### config.mk
export PLATFORM = sky130hd
export DESIGN_NAME = dct_timer
export DESIGN_NICKNAME = d
export VERILOG_FILES = /design/src/dct_pkg.sv /design/src/dct_prescale.sv /design/src/dct_edge_sync.sv /design/src/dct_timer.sv
export SDC_FILE = /design/constraint.sdc
export NUM_CORES = 1
export LEC_CHECK = 0
export ABC_AREA = 1
export BUFFER_PORTS_ARGS = -buffer_cell sky130_fd_sc_hd__buf_2
export CELL_PAD_IN_SITES_DETAIL_PLACEMENT = 1
export CELL_PAD_IN_SITES_GLOBAL_PLACEMENT = 1
export CORE_MARGIN = 5
export CORE_UTILIZATION = 38
export CTS_CLUSTER_DIAMETER = 120
export CTS_CLUSTER_SIZE = 25
export DETAILED_ROUTE_END_ITERATION = 8
export PLACE_DENSITY = 0.85
export SYNTH_ARGS = -nofsm -noshare
export SYNTH_HDL_FRONTEND = slang
export SYNTH_HIERARCHICAL = 1
export SYNTH_SLANG_ARGS = --single-unit
### constraint.sdc
create_clock -name clk_i -period 1.6 [get_ports clk_i]
set_input_delay 0.24 -clock clk_i [delete_from_list [all_inputs] [get_ports clk_i]]
set_output_delay 0.24 -clock clk_i [all_outputs]
set_load 0.005 [all_outputs]
### src/dct_pkg.sv
// constants shared by the dual carrier timer and demodulator block
package dct_pkg;
    // register indices, byte address is four times the index
    localparam logic [3:0] IDX_CTRL_A   = 4'h0; // timer_a_control
    localparam logic [3:0] IDX_CTRL_SH  = 4'h1; // shared_timer_control
    localparam logic [3:0] IDX_CTRL_B   = 4'h2; // timer_b_control
    localparam logic [3:0] IDX_RLD_AL   = 4'h3; // timer_a_low_phase_reload
    localparam logic [3:0] IDX_RLD_AH   = 4'h4; // timer_a_high_phase_reload
    localparam logic [3:0] IDX_RLD_BL   = 4'h5; // timer_b_reload_low_byte
    localparam logic [3:0] IDX_RLD_BH   = 4'h6; // timer_b_reload_high_byte
    localparam logic [3:0] IDX_CAP_AR   = 4'h7; // timer_a_rising_capture
    localparam logic [3:0] IDX_CAP_AF   = 4'h8; // timer_a_falling_capture
    localparam logic [3:0] IDX_CAP_BL   = 4'h9; // timer_b_capture_low_byte
    localparam logic [3:0] IDX_CAP_BH   = 4'ha; // timer_b_capture_high_byte
    // per-timer control fields
    localparam int BIT_EN      = 7;
    localparam int BIT_SINGLE  = 6; // timer_b: edge-ignore in demod
    localparam int BIT_TOUT    = 5;
    localparam int BIT_CLK_HI  = 4;
    localparam int BIT_CLK_LO  = 3;
    localparam int BIT_CAP_IE  = 2;
    localparam int BIT_TOUT_IE = 1;
    localparam int BIT_PIN_OUT = 0;
    // shared control fields
    localparam int BIT_MODE    = 7;
    localparam int BIT_PIN_SEL = 6;
    localparam int BIT_EDGE_HI = 5;
    localparam int BIT_EDGE_LO = 4;
    localparam int BIT_SUB_HI  = 3;
    localparam int BIT_SUB_LO  = 2;
    localparam int BIT_INIT_A  = 1; // rising flag in demod
    localparam int BIT_INIT_B  = 0; // falling flag in demod
    // encodings
    localparam logic [1:0] SUB_NORMAL = 2'h0;
    localparam logic [1:0] SUB_PPONG  = 2'h1;
    localparam logic [1:0] SUB_FORCE0 = 2'h2;
    localparam logic [1:0] SUB_FORCE1 = 2'h3;
    localparam logic [1:0] EDGE_FALL  = 2'h0;
    localparam logic [1:0] EDGE_RISE  = 2'h1;
    // reset values
    localparam logic [7:0]  RST_CTRL   = 8'h00;
    localparam logic [7:0]  RST_RELOAD = 8'hff;
    localparam logic [7:0]  ONE_A      = 8'h01;
    localparam logic [15:0] ONE_B      = 16'h0001;
endpackage : dct_pkg

### src/dct_prescale.sv
// count-clock prescaler: tick every 1, 2, 4 or 8 system clocks
`timescale 1ns/1ps
module dct_prescale (
    // clock and reset
    input  wire logic       clk_i,
    input  wire logic       rst_i,
    input  wire logic       ce_i,
    // divider select and tick
    input  wire logic [1:0] div_sel_i,
    output logic            tick_o
);
    logic [2:0] cnt_q;
    logic [2:0] mask;

    // free-running divider, shared phase keeps ticks evenly spaced
    always_ff @(posedge clk_i) begin
        if (rst_i) begin
            cnt_q <= 3'h0;
        end else if (ce_i) begin
            cnt_q <= cnt_q + 3'h1;
        end
    end

    // divide by two to the power of the select code
    always_comb begin
        case (div_sel_i)
            2'h0:    mask = 3'h0;
            2'h1:    mask = 3'h1;
            2'h2:    mask = 3'h3;
            default: mask = 3'h7;
        endcase
    end
    assign tick_o = ce_i & ((cnt_q & mask) == mask);
endmodule : dct_prescale

### src/dct_edge_sync.sv
// demodulator input: pin select, two-flop synchronisers, edge pulses
`timescale 1ns/1ps
module dct_edge_sync (
    // clock and reset
    input  wire logic clk_i,
    input  wire logic rst_i,
    input  wire logic ce_i,
    // pins and select
    input  wire logic pin_a_i,
    input  wire logic pin_b_i,
    input  wire logic sel_b_i,
    // edge pulses
    output logic      rise_o,
    output logic      fall_o
);
    logic [1:0] meta_q;
    logic [1:0] sync_q;
    logic       prev_q;
    logic       cur;

    // first stage feeds only the second stage
    always_ff @(posedge clk_i) begin
        if (rst_i) begin
            meta_q <= 2'h0;
            sync_q <= 2'h0;
            prev_q <= 1'b0;
        end else if (ce_i) begin
            meta_q <= {pin_b_i, pin_a_i};
            sync_q <= meta_q;
            prev_q <= cur;
        end
    end

    // pin chosen after synchronising, so switching cannot go metastable
    assign cur    = sel_b_i ? sync_q[1] : sync_q[0];
    assign rise_o = ce_i & cur & ~prev_q;
    assign fall_o = ce_i & ~cur & prev_q;
endmodule : dct_edge_sync

### src/dct_timer.sv
// dual carrier timer / demodulator with classic wishbone registers
//
// Design decisions made here: the Wishbone slave port and the register addresses.
`timescale 1ns/1ps
module dct_timer
    import dct_pkg::*;
(
    // clock, reset, enable
    input  wire logic        clk_i,
    input  wire logic        rst_i,
    input  wire logic        ce_i,
    // wishbone slave
    input  wire logic        wb_cyc_i,
    input  wire logic        wb_stb_i,
    input  wire logic        wb_we_i,
    input  wire logic [5:0]  wb_adr_i,
    input  wire logic [3:0]  wb_sel_i,
    input  wire logic [31:0] wb_dat_i,
    output logic [31:0]      wb_dat_o,
    output logic             wb_ack_o,
    // demodulator pins
    input  wire logic        demod_input_pin_a_i,
    input  wire logic        demod_input_pin_b_i,
    // timer outputs and event pulses
    output logic             timer_a_output_o,
    output logic             timer_b_output_o,
    output logic             timer_a_event_o,
    output logic             timer_b_event_o
);
    import dct_pkg::*;

    logic [7:0]  ctl_a_q, ctl_b_q, ctl_sh_q;
    logic        en_a_q, en_b_q, tout_a_q, tout_b_q;
    logic [1:0]  eflag_q;
    logic [7:0]  rld_al_q, rld_ah_q, rld_bl_q, rld_bh_q;
    logic [7:0]  cap_ar_q, cap_af_q;
    logic [15:0] cap_b_q;
    logic [7:0]  cnt_a_q;
    logic [15:0] cnt_b_q;
    logic        lvl_a_q, lvl_b_q, out_b_q;
    logic        loaded_a_q, loaded_b_q, half_a_q, seen_b_q;
    logic        ack_q, irq_a_q, irq_b_q;
    logic [31:0] rdat_q;
    logic [7:0]  rd;
    logic        req, wr;
    logic [3:0]  idx;
    logic [7:0]  wd;
    logic        tick_a, tick_b, rise, fall, rise_ev, fall_ev, edge_any;
    logic        demod, pp, single_a, single_b, ign_b;
    logic        term_a, term_b, zero_a, zero_b;
    logic        cap_a, cap_b_edge, cap_b_tout, tset_a, tset_b;

    // shared mode and field decode
    assign demod    = ctl_sh_q[BIT_MODE];
    assign pp       = ~demod &
                      (ctl_sh_q[BIT_SUB_HI:BIT_SUB_LO] == SUB_PPONG);
    assign single_a = ctl_a_q[BIT_SINGLE];
    assign single_b = ctl_b_q[BIT_SINGLE];
    assign ign_b    = ctl_b_q[BIT_SINGLE];

    // count clocks, timer_a uses the same field layout as timer_b
    dct_prescale u_pre_a (
        .clk_i     (clk_i),
        .rst_i     (rst_i),
        .ce_i      (ce_i),
        .div_sel_i (ctl_a_q[BIT_CLK_HI:BIT_CLK_LO]),
        .tick_o    (tick_a)
    );
    dct_prescale u_pre_b (
        .clk_i     (clk_i),
        .rst_i     (rst_i),
        .ce_i      (ce_i),
        .div_sel_i (ctl_b_q[BIT_CLK_HI:BIT_CLK_LO]),
        .tick_o    (tick_b)
    );
    dct_edge_sync u_edge (
        .clk_i   (clk_i),
        .rst_i   (rst_i),
        .ce_i    (ce_i),
        .pin_a_i (demod_input_pin_a_i),
        .pin_b_i (demod_input_pin_b_i),
        .sel_b_i (ctl_sh_q[BIT_PIN_SEL]),
        .rise_o  (rise),
        .fall_o  (fall)
    );

    // edge select: falling, rising, or both for the upper codes
    assign rise_ev  = rise & (ctl_sh_q[BIT_EDGE_HI:BIT_EDGE_LO] != EDGE_FALL);
    assign fall_ev  = fall & (ctl_sh_q[BIT_EDGE_HI:BIT_EDGE_LO] != EDGE_RISE);
    assign edge_any = demod & (rise_ev | fall_ev);

    // counter events; count one reaching zero is the only terminal count,
    // so a zero start wraps through all ones without a time-out
    assign term_a = en_a_q & loaded_a_q & ~demod & tick_a
                    & (cnt_a_q == ONE_A);
    assign term_b = en_b_q & loaded_b_q & ~demod & tick_b
                    & (cnt_b_q == ONE_B);
    assign cap_a  = en_a_q & loaded_a_q & edge_any;
    assign zero_a = en_a_q & loaded_a_q & demod & ~edge_any & tick_a
                    & (cnt_a_q == ONE_A);
    assign cap_b_edge = en_b_q & edge_any
                        & (~loaded_b_q | ~(ign_b & seen_b_q));
    assign cap_b_tout = en_b_q & loaded_b_q & ign_b & seen_b_q
                        & zero_a & ~edge_any;
    assign zero_b = en_b_q & loaded_b_q & demod & ~cap_b_edge & tick_b
                    & (cnt_b_q == ONE_B);
    // timer_a modulo-N flags only after the second phase of a cycle, timer_b on every terminal count
    assign tset_a = (term_a & (single_a | pp | half_a_q)) | zero_a;
    assign tset_b = term_b | zero_b;

    // bus decode: one access per request, answered one cycle later
    assign req = wb_cyc_i & wb_stb_i & ~ack_q;
    assign wr  = req & wb_we_i & wb_sel_i[0];
    assign idx = wb_adr_i[5:2];
    assign wd  = wb_dat_i[7:0];

    always_ff @(posedge clk_i) begin
        if (rst_i) begin
            ack_q <= 1'b0;
        end else if (ce_i) begin
            ack_q <= req;
        end
    end

    // plain control bits; flags and enables are kept apart
    always_ff @(posedge clk_i) begin
        if (rst_i) begin
            ctl_a_q  <= RST_CTRL;
            ctl_b_q  <= RST_CTRL;
            ctl_sh_q <= RST_CTRL;
        end else if (ce_i && wr) begin
            if (idx == IDX_CTRL_A) ctl_a_q <= wd;
            if (idx == IDX_CTRL_B) ctl_b_q <= wd;
            if (idx == IDX_CTRL_SH && !demod) ctl_sh_q <= wd;
            if (idx == IDX_CTRL_SH && demod) begin
                ctl_sh_q[7:2] <= wd[7:2];
            end
        end
    end

    // reload registers take effect only when the counter loads
    always_ff @(posedge clk_i) begin
        if (rst_i) begin
            rld_al_q <= RST_RELOAD;
            rld_ah_q <= RST_RELOAD;
            rld_bl_q <= RST_RELOAD;
            rld_bh_q <= RST_RELOAD;
        end else if (ce_i && wr) begin
            if (idx == IDX_RLD_AL) rld_al_q <= wd;
            if (idx == IDX_RLD_AH) rld_ah_q <= wd;
            if (idx == IDX_RLD_BL) rld_bl_q <= wd;
            if (idx == IDX_RLD_BH) rld_bh_q <= wd;
        end
    end

    // enables: software write, then hardware stop and ping-pong handover
    always_ff @(posedge clk_i) begin
        if (rst_i) begin
            en_a_q <= 1'b0;
            en_b_q <= 1'b0;
        end else if (ce_i) begin
            if (wr && idx == IDX_CTRL_A) en_a_q <= wd[BIT_EN];
            if (wr && idx == IDX_CTRL_B) en_b_q <= wd[BIT_EN];
            if (term_a && (single_a || pp)) en_a_q <= 1'b0;
            if (term_b && (single_b || pp)) en_b_q <= 1'b0;
            if (term_a && pp) en_b_q <= 1'b1;
            if (term_b && pp) en_a_q <= 1'b1;
        end
    end

    // sticky flags: a write of one clears, a same-cycle set wins
    always_ff @(posedge clk_i) begin
        if (rst_i) begin
            tout_a_q <= 1'b0;
            tout_b_q <= 1'b0;
            eflag_q  <= 2'h0;
        end else if (ce_i) begin
            if (wr && idx == IDX_CTRL_A && wd[BIT_TOUT]) begin
                tout_a_q <= 1'b0;
            end
            if (wr && idx == IDX_CTRL_B && wd[BIT_TOUT]) begin
                tout_b_q <= 1'b0;
            end
            if (wr && idx == IDX_CTRL_SH && demod) begin
                eflag_q <= eflag_q & ~wd[1:0];
            end
            if (tset_a) tout_a_q <= 1'b1;
            if (tset_b) tout_b_q <= 1'b1;
            if ((cap_a || cap_b_edge) && rise_ev) eflag_q[1] <= 1'b1;
            if ((cap_a || cap_b_edge) && fall_ev) eflag_q[0] <= 1'b1;
        end
    end

    // timer_a: load on enable (on the first edge in demod), count on ticks, capture in demod
    always_ff @(posedge clk_i) begin
        if (rst_i) begin
            cnt_a_q    <= RST_RELOAD;
            lvl_a_q    <= 1'b1;
            loaded_a_q <= 1'b0;
            half_a_q   <= 1'b0;
        end else if (ce_i) begin
            if (!en_a_q) begin
                loaded_a_q <= 1'b0;
                half_a_q   <= 1'b0;
                lvl_a_q    <= ~ctl_sh_q[BIT_INIT_A];
            end else if (!loaded_a_q) begin
                if (!demod) begin
                    loaded_a_q <= 1'b1;
                    lvl_a_q    <= ctl_sh_q[BIT_INIT_A];
                    cnt_a_q    <= ctl_sh_q[BIT_INIT_A] ? rld_ah_q
                                                       : rld_al_q;
                end else if (edge_any) begin
                    loaded_a_q <= 1'b1;
                    cnt_a_q    <= rld_al_q;
                end
            end else if (cap_a) begin
                cnt_a_q <= rld_al_q;
            end else if (term_a) begin
                lvl_a_q  <= ~lvl_a_q;
                half_a_q <= ~half_a_q;
                // new level low loads the low phase, high the high phase
                cnt_a_q  <= lvl_a_q ? rld_al_q : rld_ah_q;
            end else if (tick_a) begin
                cnt_a_q <= cnt_a_q - ONE_A;
            end
        end
    end

    // timer_a captures hold the complement of the running count
    always_ff @(posedge clk_i) begin
        if (rst_i) begin
            cap_ar_q <= RST_CTRL;
            cap_af_q <= RST_CTRL;
        end else if (ce_i && cap_a) begin
            if (rise_ev) cap_ar_q <= ~cnt_a_q;
            if (fall_ev) cap_af_q <= ~cnt_a_q;
        end
    end

    // timer_b: sixteen-bit load, one-shot edge arming in demod
    always_ff @(posedge clk_i) begin
        if (rst_i) begin
            cnt_b_q    <= {RST_RELOAD, RST_RELOAD};
            lvl_b_q    <= 1'b1;
            loaded_b_q <= 1'b0;
        end else if (ce_i) begin
            if (!en_b_q) begin
                loaded_b_q <= 1'b0;
                lvl_b_q    <= ~ctl_sh_q[BIT_INIT_B];
            end else if (!demod && !loaded_b_q) begin
                loaded_b_q <= 1'b1;
                lvl_b_q    <= ctl_sh_q[BIT_INIT_B];
                cnt_b_q    <= {rld_bh_q, rld_bl_q};
            end else if (cap_b_edge) begin
                loaded_b_q <= 1'b1;
                cnt_b_q    <= {rld_bh_q, rld_bl_q};
            end else if (term_b) begin
                lvl_b_q <= ~lvl_b_q;
                cnt_b_q <= {rld_bh_q, rld_bl_q};
            end else if (loaded_b_q && tick_b) begin
                cnt_b_q <= cnt_b_q - ONE_B;
            end
        end
    end

    // arming: clearing the ignore bit re-arms the next edge capture
    always_ff @(posedge clk_i) begin
        if (rst_i) begin
            seen_b_q <= 1'b0;
        end else if (ce_i) begin
            if (!ign_b) begin
                seen_b_q <= 1'b0;
            end else if (cap_b_edge) begin
                seen_b_q <= 1'b1;
            end
        end
    end

    // timer_b capture, no reload on the timer_a time-out path
    always_ff @(posedge clk_i) begin
        if (rst_i) begin
            cap_b_q <= {RST_CTRL, RST_CTRL};
        end else if (ce_i && (cap_b_edge || cap_b_tout)) begin
            cap_b_q <= ~cnt_b_q;
        end
    end

    // timer_b output level; submode force wins whether enabled or not
    always_ff @(posedge clk_i) begin
        if (rst_i) begin
            out_b_q <= 1'b1;
        end else if (ce_i) begin
            if (!demod && ctl_sh_q[BIT_SUB_HI:BIT_SUB_LO] == SUB_FORCE0) begin
                out_b_q <= 1'b0;
            end else if (!demod &&
                         ctl_sh_q[BIT_SUB_HI:BIT_SUB_LO] == SUB_FORCE1) begin
                out_b_q <= 1'b1;
            end else begin
                out_b_q <= lvl_b_q;
            end
        end
    end

    // event pulses gated by the per-timer masks
    always_ff @(posedge clk_i) begin
        if (rst_i) begin
            irq_a_q <= 1'b0;
            irq_b_q <= 1'b0;
        end else if (ce_i) begin
            irq_a_q <= (tset_a & ctl_a_q[BIT_TOUT_IE])
                     | (cap_a & ctl_a_q[BIT_CAP_IE]);
            irq_b_q <= (tset_b & ctl_b_q[BIT_TOUT_IE])
                     | ((cap_b_edge | cap_b_tout)
                        & ctl_b_q[BIT_CAP_IE]);
        end
    end

    // read mux; edge flags replace the initial levels in demod
    always_comb begin
        case (idx)
            IDX_CTRL_A: rd = {en_a_q, ctl_a_q[6], tout_a_q, ctl_a_q[4:0]};
            IDX_CTRL_B: rd = {en_b_q, ctl_b_q[6], tout_b_q, ctl_b_q[4:0]};
            IDX_CTRL_SH: rd = demod ? {ctl_sh_q[7:2], eflag_q} : ctl_sh_q;
            IDX_RLD_AL: rd = rld_al_q;
            IDX_RLD_AH: rd = rld_ah_q;
            IDX_RLD_BL: rd = rld_bl_q;
            IDX_RLD_BH: rd = rld_bh_q;
            IDX_CAP_AR: rd = cap_ar_q;
            IDX_CAP_AF: rd = cap_af_q;
            IDX_CAP_BL: rd = cap_b_q[7:0];
            IDX_CAP_BH: rd = cap_b_q[15:8];
            default:    rd = 8'h00; // unmapped reads zero, still acked
        endcase
    end

    // read data is latched with the answer and held afterwards
    always_ff @(posedge clk_i) begin
        if (rst_i) begin
            rdat_q <= 32'h0;
        end else if (ce_i && req && !wb_we_i) begin
            rdat_q <= {24'h0, rd};
        end
    end

    assign wb_dat_o         = rdat_q;
    assign wb_ack_o         = ack_q;
    assign timer_a_output_o = lvl_a_q;
    assign timer_b_output_o = out_b_q;
    assign timer_a_event_o  = irq_a_q;
    assign timer_b_event_o  = irq_b_q;
endmodule : dct_timer

== After elaboration in Yosys (flattened, before gate mapping) ==
Cells that the tools add are included.

* Word-level logic and storage cells: 264
* Register bits after elaboration: 145
* Input bits: 50

* Add/subtract/negate cells: 4
* Eq/ne operators: 34
* Reduce and logical (&&, ||, !) cells: 65
* Muxes and demuxes: 55
* Bitwise logic cells: 71

{| class="wikitable"
|+ Operator list
! operator !! count
|-
| $pmux 8 s11 || 1
|-
| $mux 8 || 10
|-
| $mux 16 || 4
|-
| $and 1x1->1 || 43
|-
| $mux 1 || 36
|-
| $reduce_and 2->1 || 18
|-
| $logic_and 1x1->1 || 23
|-
| $pmux 3 s3 || 2
|-
| $eq 16x1->1 const B || 1
|-
| $eq 4x3->1 const B || 4
|-
| $not 16->16 || 1
|-
| $sub 16x1->16 const B || 1
|-
| $not 1->1 || 13
|-
| $eq 4x4->1 const B || 3
|-
| $reduce_and 4->1 || 3
|-
| $reduce_bool 2->1 || 6
|-
| $ne 3x1->1 const B || 3
|-
| $ne 3x2->1 const B || 3
|-
| $or 1x1->1 || 9
|-
| $eq 2x2->1 const B || 4
|-
| $eq 4x2->1 const B || 2
|-
| $eq 8x1->1 const B || 1
|-
| $ne 2x1->1 const B || 4
|-
| $not 8->8 || 1
|-
| 20 further kinds || 33
|}

== Depth between registers and ports, before layout ==
* Depth in word-level cells: 16
* Gate-level depth with buffers: 14
* Gate-level depth less buffers: 14

== By module ==
The synthesis kept the hierarchy.

{| class="wikitable"
|+ Modules (own cells, without submodules)
! module !! times used !! cells an instance !! area each (um^2) !! sequential area each (um^2)
|-
| dct_timer || 1 || 1121 || 7378.3 || 2642.5
|-
| dct_prescale || 2 || 21 || 147.6 || 60.1
|-
| dct_edge_sync || 1 || 27 || 196.4 || 100.1
|}

== Worst setup path before layout ==
Ideal clock, no wire load.

* Path type: flip-flop to flip-flop
* From: register u_pre_a.cnt_q[0]
* To: register lvl_a_q, in the netlist timer_a_output_o
* Slack: -0.079 ns
* Data required time: 1.478 ns
* Arrival: 1.556 ns
* Cell stages (with the launch flop): 12
* Clock period less this slack: 1.679 ns
* Cells stage by stage: dfxtp_1 -> nand2_1 -> nand2_1 -> nand2_1 -> a21oi_1 -> inv_1 -> nor3_4 -> nand2_4 -> nand2_1 -> o211ai_1 -> a21oi_1 -> o21ai_1

* Cells in the longest elaborated chain, start to end: 7

{| class="wikitable"
|+ Ends and longest elaborated chain
! item !! RTL line !! source
|-
| start: declaration || dct_prescale.sv:12 || <nowiki>logic [2:0] cnt_q;</nowiki>
|-
| start signal: assignment || dct_prescale.sv:20 || <nowiki>cnt_q <= cnt_q + 3'h1;</nowiki>
|-
| $and 3x3->3 || dct_prescale.sv:33 || <nowiki>assign tick_o = ce_i & ((cnt_q & mask) == mask);</nowiki>
|-
| $eq 3x3->1 || dct_prescale.sv:33 ||
|-
| $and 1x1->1 || dct_prescale.sv:33 ||
|-
| via tick_a || dct_timer.sv:48 || <nowiki>logic tick_a, tick_b, rise, fall, rise_ev, fall_ev, edge_any;</nowiki>
|-
| $and 1x1->1 || dct_timer.sv:94 || <nowiki>assign term_a = en_a_q & loaded_a_q & ~demod & tick_a</nowiki>
|-
| $and 1x1->1 || dct_timer.sv:95 || <nowiki>& (cnt_a_q == ONE_A);</nowiki>
|-
| $ne 3x2->1 (no line) || - ||
|-
| $reduce_and 4->1 (no line) || - ||
|-
| end signal: assignment || dct_timer.sv:205 || <nowiki>lvl_a_q <= ~ctl_sh_q[BIT_INIT_A];</nowiki>
|-
| end signal: assignment || dct_timer.sv:209 || <nowiki>lvl_a_q <= ctl_sh_q[BIT_INIT_A];</nowiki>
|-
| end signal: assignment || dct_timer.sv:219 || <nowiki>lvl_a_q <= ~lvl_a_q;</nowiki>
|-
| end: declaration || dct_timer.sv:40 || <nowiki>logic lvl_a_q, lvl_b_q, out_b_q;</nowiki>
|}

The timed path passes the listed nets, and every way through them passes these cells.
A chain may end at the register's enable or synchronous reset.

== Worst setup path in the final report ==
* From: register ctl_sh_q[6]
* To: register irq_b_q, in the netlist timer_b_event_o

{| class="wikitable"
|+ RTL lines
! item !! RTL line !! source
|-
| start: declaration || dct_timer.sv:32 || <nowiki>logic [7:0] ctl_a_q, ctl_b_q, ctl_sh_q;</nowiki>
|-
| start signal: assignment || dct_timer.sv:134 || <nowiki>if (idx == IDX_CTRL_SH && !demod) ctl_sh_q <= wd;</nowiki>
|-
| start signal: assignment || dct_timer.sv:136 || <nowiki>ctl_sh_q[7:2] <= wd[7:2];</nowiki>
|-
| $mux 1 (*) || dct_edge_sync.sv:35 || <nowiki>assign cur = sel_b_i ? sync_q[1] : sync_q[0];</nowiki>
|-
| $and 1x1->1 (*) (2 in series) || dct_edge_sync.sv:36 || <nowiki>assign rise_o = ce_i & cur & ~prev_q;</nowiki>
|-
| via rise || dct_timer.sv:48 ||
|-
| $and 1x1->1 (*) || dct_timer.sv:88 || <nowiki>assign rise_ev = rise & (ctl_sh_q[BIT_EDGE_HI:BIT_EDGE_LO] != EDGE_FALL);</nowiki>
|-
| $or 1x1->1 (*) || dct_timer.sv:90 || <nowiki>assign edge_any = demod & (rise_ev | fall_ev);</nowiki>
|-
| $and 1x1->1 (*) || dct_timer.sv:90 ||
|-
| $and 1x1->1 or $not 1->1 (tied branches) || dct_timer.sv:101, dct_timer.sv:99, dct_timer.sv:104 ||
|-
| $and 1x1->1 (on tied branches) || dct_timer.sv:102, dct_timer.sv:99 ||
|-
| $not 1->1 or $and 1x1->1 (tied branches) || dct_timer.sv:105, dct_timer.sv:99 ||
|-
| $and 1x1->1 (on tied branches) || dct_timer.sv:105, dct_timer.sv:100 ||
|-
| $and 1x1->1 (on tied branches) || dct_timer.sv:105, dct_timer.sv:104 ||
|-
| $and 1x1->1 (on tied branches) || dct_timer.sv:106, dct_timer.sv:104 ||
|-
| $or 1x1->1 (on tied branches) || dct_timer.sv:109, dct_timer.sv:313 ||
|-
| $and 1x1->1 (on tied branches) || dct_timer.sv:312, dct_timer.sv:314 ||
|-
| $or 1x1->1 (*) || dct_timer.sv:313 || <nowiki>| ((cap_b_edge | cap_b_tout)</nowiki>
|-
| end signal: assignment || dct_timer.sv:312 || <nowiki>irq_b_q <= (tset_b & ctl_b_q[BIT_TOUT_IE])</nowiki>
|-
| end: declaration || dct_timer.sv:42 || <nowiki>logic ack_q, irq_a_q, irq_b_q;</nowiki>
|}

Mark *: on every way through the listed nets, which the timed path passes. The rest lies on a longest branch.

==> results.md <==
- DP Wirelength: 22790 um
- Crit path DAT: around 2.5 ns
- Reg2reg start: ctl_sh_q[6]
- Clock slew seen by the registers of the worst setup and hold paths: 0.07 ns
- Uppermost layer routed: met5
- WL met1: 15510 um
- CP Launch Type: flip-flop
- Cts hold-fix bufs: 0
- Final-report hold violation count: 0
- Flop2flop setup slack: -0.55 ns
- Final RePlAce weighted congestion: 0.9335
- Gr usage total: 0.3170
- Drt first pass iters: 6
- Initial DRC Count: 1164
- CP required: 1.93 ns
- Tcrit/Tclk final: 1.342
- Most common cell after layout, fill and taps aside: nand2_1
- Relative slew slack: 0.4161
- Largest net degree at the start of global routing: 55
- Max-slew violations: 0
- Via density: 6.203
- Final setup violating endpoints: 113
- Status: finished with violations
- Core area: between 0.02 and 0.025 sq mm
- Ant diodes: 0
- Crit Path Max Fanout: 6
- Worst Setup Path Type: flip-flop to flip-flop
- Yosys reg bits: 143
- Worst reg2reg path depth: 12
- Flop pwr share: 0.396
- Synthesized cell area: 0.007870 sq mm
- Hold WS: 0.05253 ns
- CTS tree: done
- CTS Buffer Depth: 2
- Clock network fraction of total power: 0.524
- Final Net Count: 1435
- Max VDD drop: 0.8637 mV
- Clk_skew: 0.01571 ns
- Hold_sp: demod_input_pin_a_i
- P per Cell Area: 812.5 mW/mm^2
- Leakage: slightly above 0.005 uW
- Pre-CTS setup slack: -0.4207 ns
- Switching pwr: 2422 uW
- Share of post-route cells with drive strength above 1: 0.3484
- DR WL met2: 21410 um
- P&R area growth vs syn: 43.05%
- H-tree depth: 4
- Failing checks: negative setup slack
- Number of port buffers: 33
- Via Count: between 10000 and 15000
- Unrepaired setup endpoints after global routing: true
- Hold path depth: 3
- Antenna Violating Nets Remaining: 0
- Least-Margin Pin Slew: roughly 0.9 ns
- Post-Route WL: 46420 um
- DP Cell Count: roughly 1600
- Final Util: 0.5546
- Hold Crit Class: input pin to flip-flop
- Width of the chip: 153.9 um
- WL met3: approximately 4600 um
- Gr ovfl total: 0
- Post-route cell area: between 0.01 and 0.015 sq mm
- Drt wl/cell: around 28 um
- Core Rows: between 50 and 60
- Comb pwr share: 0.080
- Avg Inst Size Synth: 6.613 sq um
- Finished Layout Cells: around 1700
- Die Ht: 153.9 um
- Syn Inst Count: 1190
- Max_cap viols: 0
- Die ar.: 0.02369 sq mm
- Initial core utilization: 0.3877
- FMAX: 465.6 MHz
- I/O Pins: 87
- Vias in the first global route: 10346
- Synth warn: 6
- R2R Path End: timer_b_event_o
- Clk root buf: clkbuf_16
- # DRC: 0
- Worst setup EP type: flip-flop
- CTS buffer count: 17
- Switching Share: 0.2648
- Fin worst setup slack: -0.5479 ns
- Most frequent cells in the layout: nand2_1, buf_4, dfxtp_1, inv_1, nor2_1
- Clk_lat worst skew: 0.47 ns
- Hold endpoint: u_edge/meta_q[0]
- Share of the yosys chip area belonging to registers: 0.3638
- Clock Sink Count: 143
- Initial antenna violation count: 3
- Cell internal pwr: 6725 uW
- Global-route wire length before repair: around 59000 um
- Area post-placement: 0.009151 sq mm
- Fin crit period: 2.148 ns
- Cell variety after synth: 42
[Yosys cell counts]
| library cell | count | area (sq um) |
|---|---|---|
| nand2_1 | 316 | 1186 |
| dfxtp_1 | 143 | 2863 |
| nor2_1 | 134 | 503.0 |
| inv_1 | 125 | 469.2 |
| o21ai_0 | 90 | 450.4 |
| a21oi_1 | 88 | 440.4 |
| nand3_1 | 70 | 350.3 |
| o211ai_1 | 34 | 255.2 |
| buf_4 | 26 | 195.2 |
| nor2_2 | 21 | 131.4 |
| o21ai_1 | 20 | 100.1 |
| clkbuf_1 | 16 | 60.06 |
| buf_2 | 13 | 65.06 |
| xor2_1 | 9 | 78.83 |
| a211oi_1 | 8 | 60.06 |
| nand4_1 | 8 | 50.05 |
| inv_2 | 7 | 26.28 |
| nand2_2 | 7 | 43.79 |
| buf_6 | 6 | 67.56 |
| ha_1 | 6 | 75.07 |
| nand3_2 | 6 | 60.06 |
| nor2_4 | 5 | 56.30 |
| nor3_1 | 4 | 20.02 |
| nand2_4 | 3 | 33.78 |
| xnor2_1 | 3 | 26.28 |
| a21oi_2 | 2 | 17.52 |
| nand3_4 | 2 | 35.03 |
| nor3b_1 | 2 | 15.01 |
| o21ai_2 | 2 | 17.52 |
| o22ai_1 | 2 | 12.51 |
| a221oi_1 | 1 | 8.760 |
| a22oi_1 | 1 | 7.510 |
| a31oi_1 | 1 | 6.260 |
| buf_8 | 1 | 15.01 |
| clkinv_2 | 1 | 5.000 |
| conb_1 | 1 | 3.750 |
| inv_6 | 1 | 8.760 |
| nand3b_1 | 1 | 7.510 |
| nor3_2 | 1 | 10.01 |
| nor3_4 | 1 | 16.27 |
| o211a_1 | 1 | 10.01 |
| or2_0 | 1 | 6.260 |
[state kept, by name, summed over array words and instances (netlist names), 6 cells and up]
| name | cells |
|---|---|
| ctl_b_q | 6 |
| ctl_sh_q | 8 |
| rld_bh_q | 8 |
| ctl_a_q | 6 |
| wb_dat_o | 8 |
| rld_ah_q | 8 |
| rld_bl_q | 8 |
| cap_ar_q | 8 |
| cap_af_q | 8 |
| cnt_b_q | 16 |
| cnt_a_q | 8 |
| rld_al_q | 8 |
| cap_b_q | 16 |
[routing by layer]
metal  vias to the layer above  GRT usage
li1                       4193          -
met1                      4903     0.3404
met2                       826     0.5492
met3                       382    0.07167
met4                         6     0.2241
met5                         -          0
[worst max-delay path by stage]
stage	depth (start not counted)	slack (ns)	to	startpoint
floorplan	12	-0.02	cap_af_q[1]	ctl_sh_q[6]
global placement	11	-0.36	cnt_b_q[7]	ce_i
detailed placement	14	-0.42	cnt_b_q[1]	ce_i
CTS	12	-0.22	cap_af_q[2]	ctl_sh_q[6]
global route	12	-0.57	timer_b_event_o	ctl_sh_q[6]
finish	12	-0.55	timer_b_event_o	ctl_sh_q[6]
[layout make-up]
| type | instances | area (sq um) |
|---|---|---|
| Timing Repair inverter | 1 | 6.256 |
| Clock buffer | 20 | 466.7 |
| Clock inverter | 12 | 205.2 |
| Timing Repair Buffer | 204 | 1708 |
| Fill cell | 2571 | 9041 |
| Multi-Input combinational cell | 878 | 5124 |
| Sequential cell | 143 | 2882 |
| Tap cell | 270 | 337.8 |
| Inverter | 134 | 529.3 |
[critical path: stages, from the launching register on]
cell	delay, ns
dfxtp_4	0.38
inv_2	0.05
nand2_4	0.07
nand3_4	0.09
nor2_4	0.17
o21ai_4	0.11
nand2_4	0.13
nand3_4	0.19
inv_4	0.13
nand2_4	0.11
a21oi_2	0.17
nor2_1	0.06
nor2_1	0.33
[logic make-up after synthesis]
family / after synthesis / share of synthesized area
other: 1 / 0.0004765
AOI/OAI and AO/OA: 250 / 0.1762
xor gates and xnor gates: 12 / 0.01336
and+or+nand+nor: 582 / 0.3208
DFF: 143 / 0.3638
adders and majority gates: 6 / 0.009539
buffers and inverters: 196 / 0.1159
[power groups by stage]
stage	registers (uW)	logic [uW]	clock network, uW
2_1_floorplan	3690	303	0
3_3_place_gp	3690	499	0
3_5_place_dp	3690	517	0
4_1_cts	3610	561	4640
5_1_grt	3620	747	4930
6_report	3620	730	4800
[per-stage QoR]
step	setup TNS, ns	power, uW
after floorplan	-0.2976	3996
after global placement	-12.54	4190
after detailed placement	-17.22	4210
final	-25.97	9147
after CTS	-10.63	8818
after global routing	-31.16	9296
[repair_timing]
item / 4_1_cts / 5_1_grt
cloned: 5 / 3
buffers inserted: 20 / 24
pin swaps: 30 / 48
setup endpoints to repair: 70 / 112
resized for setup: 117 / 174
No activity file was read; power rests on OpenSTA's default activity.
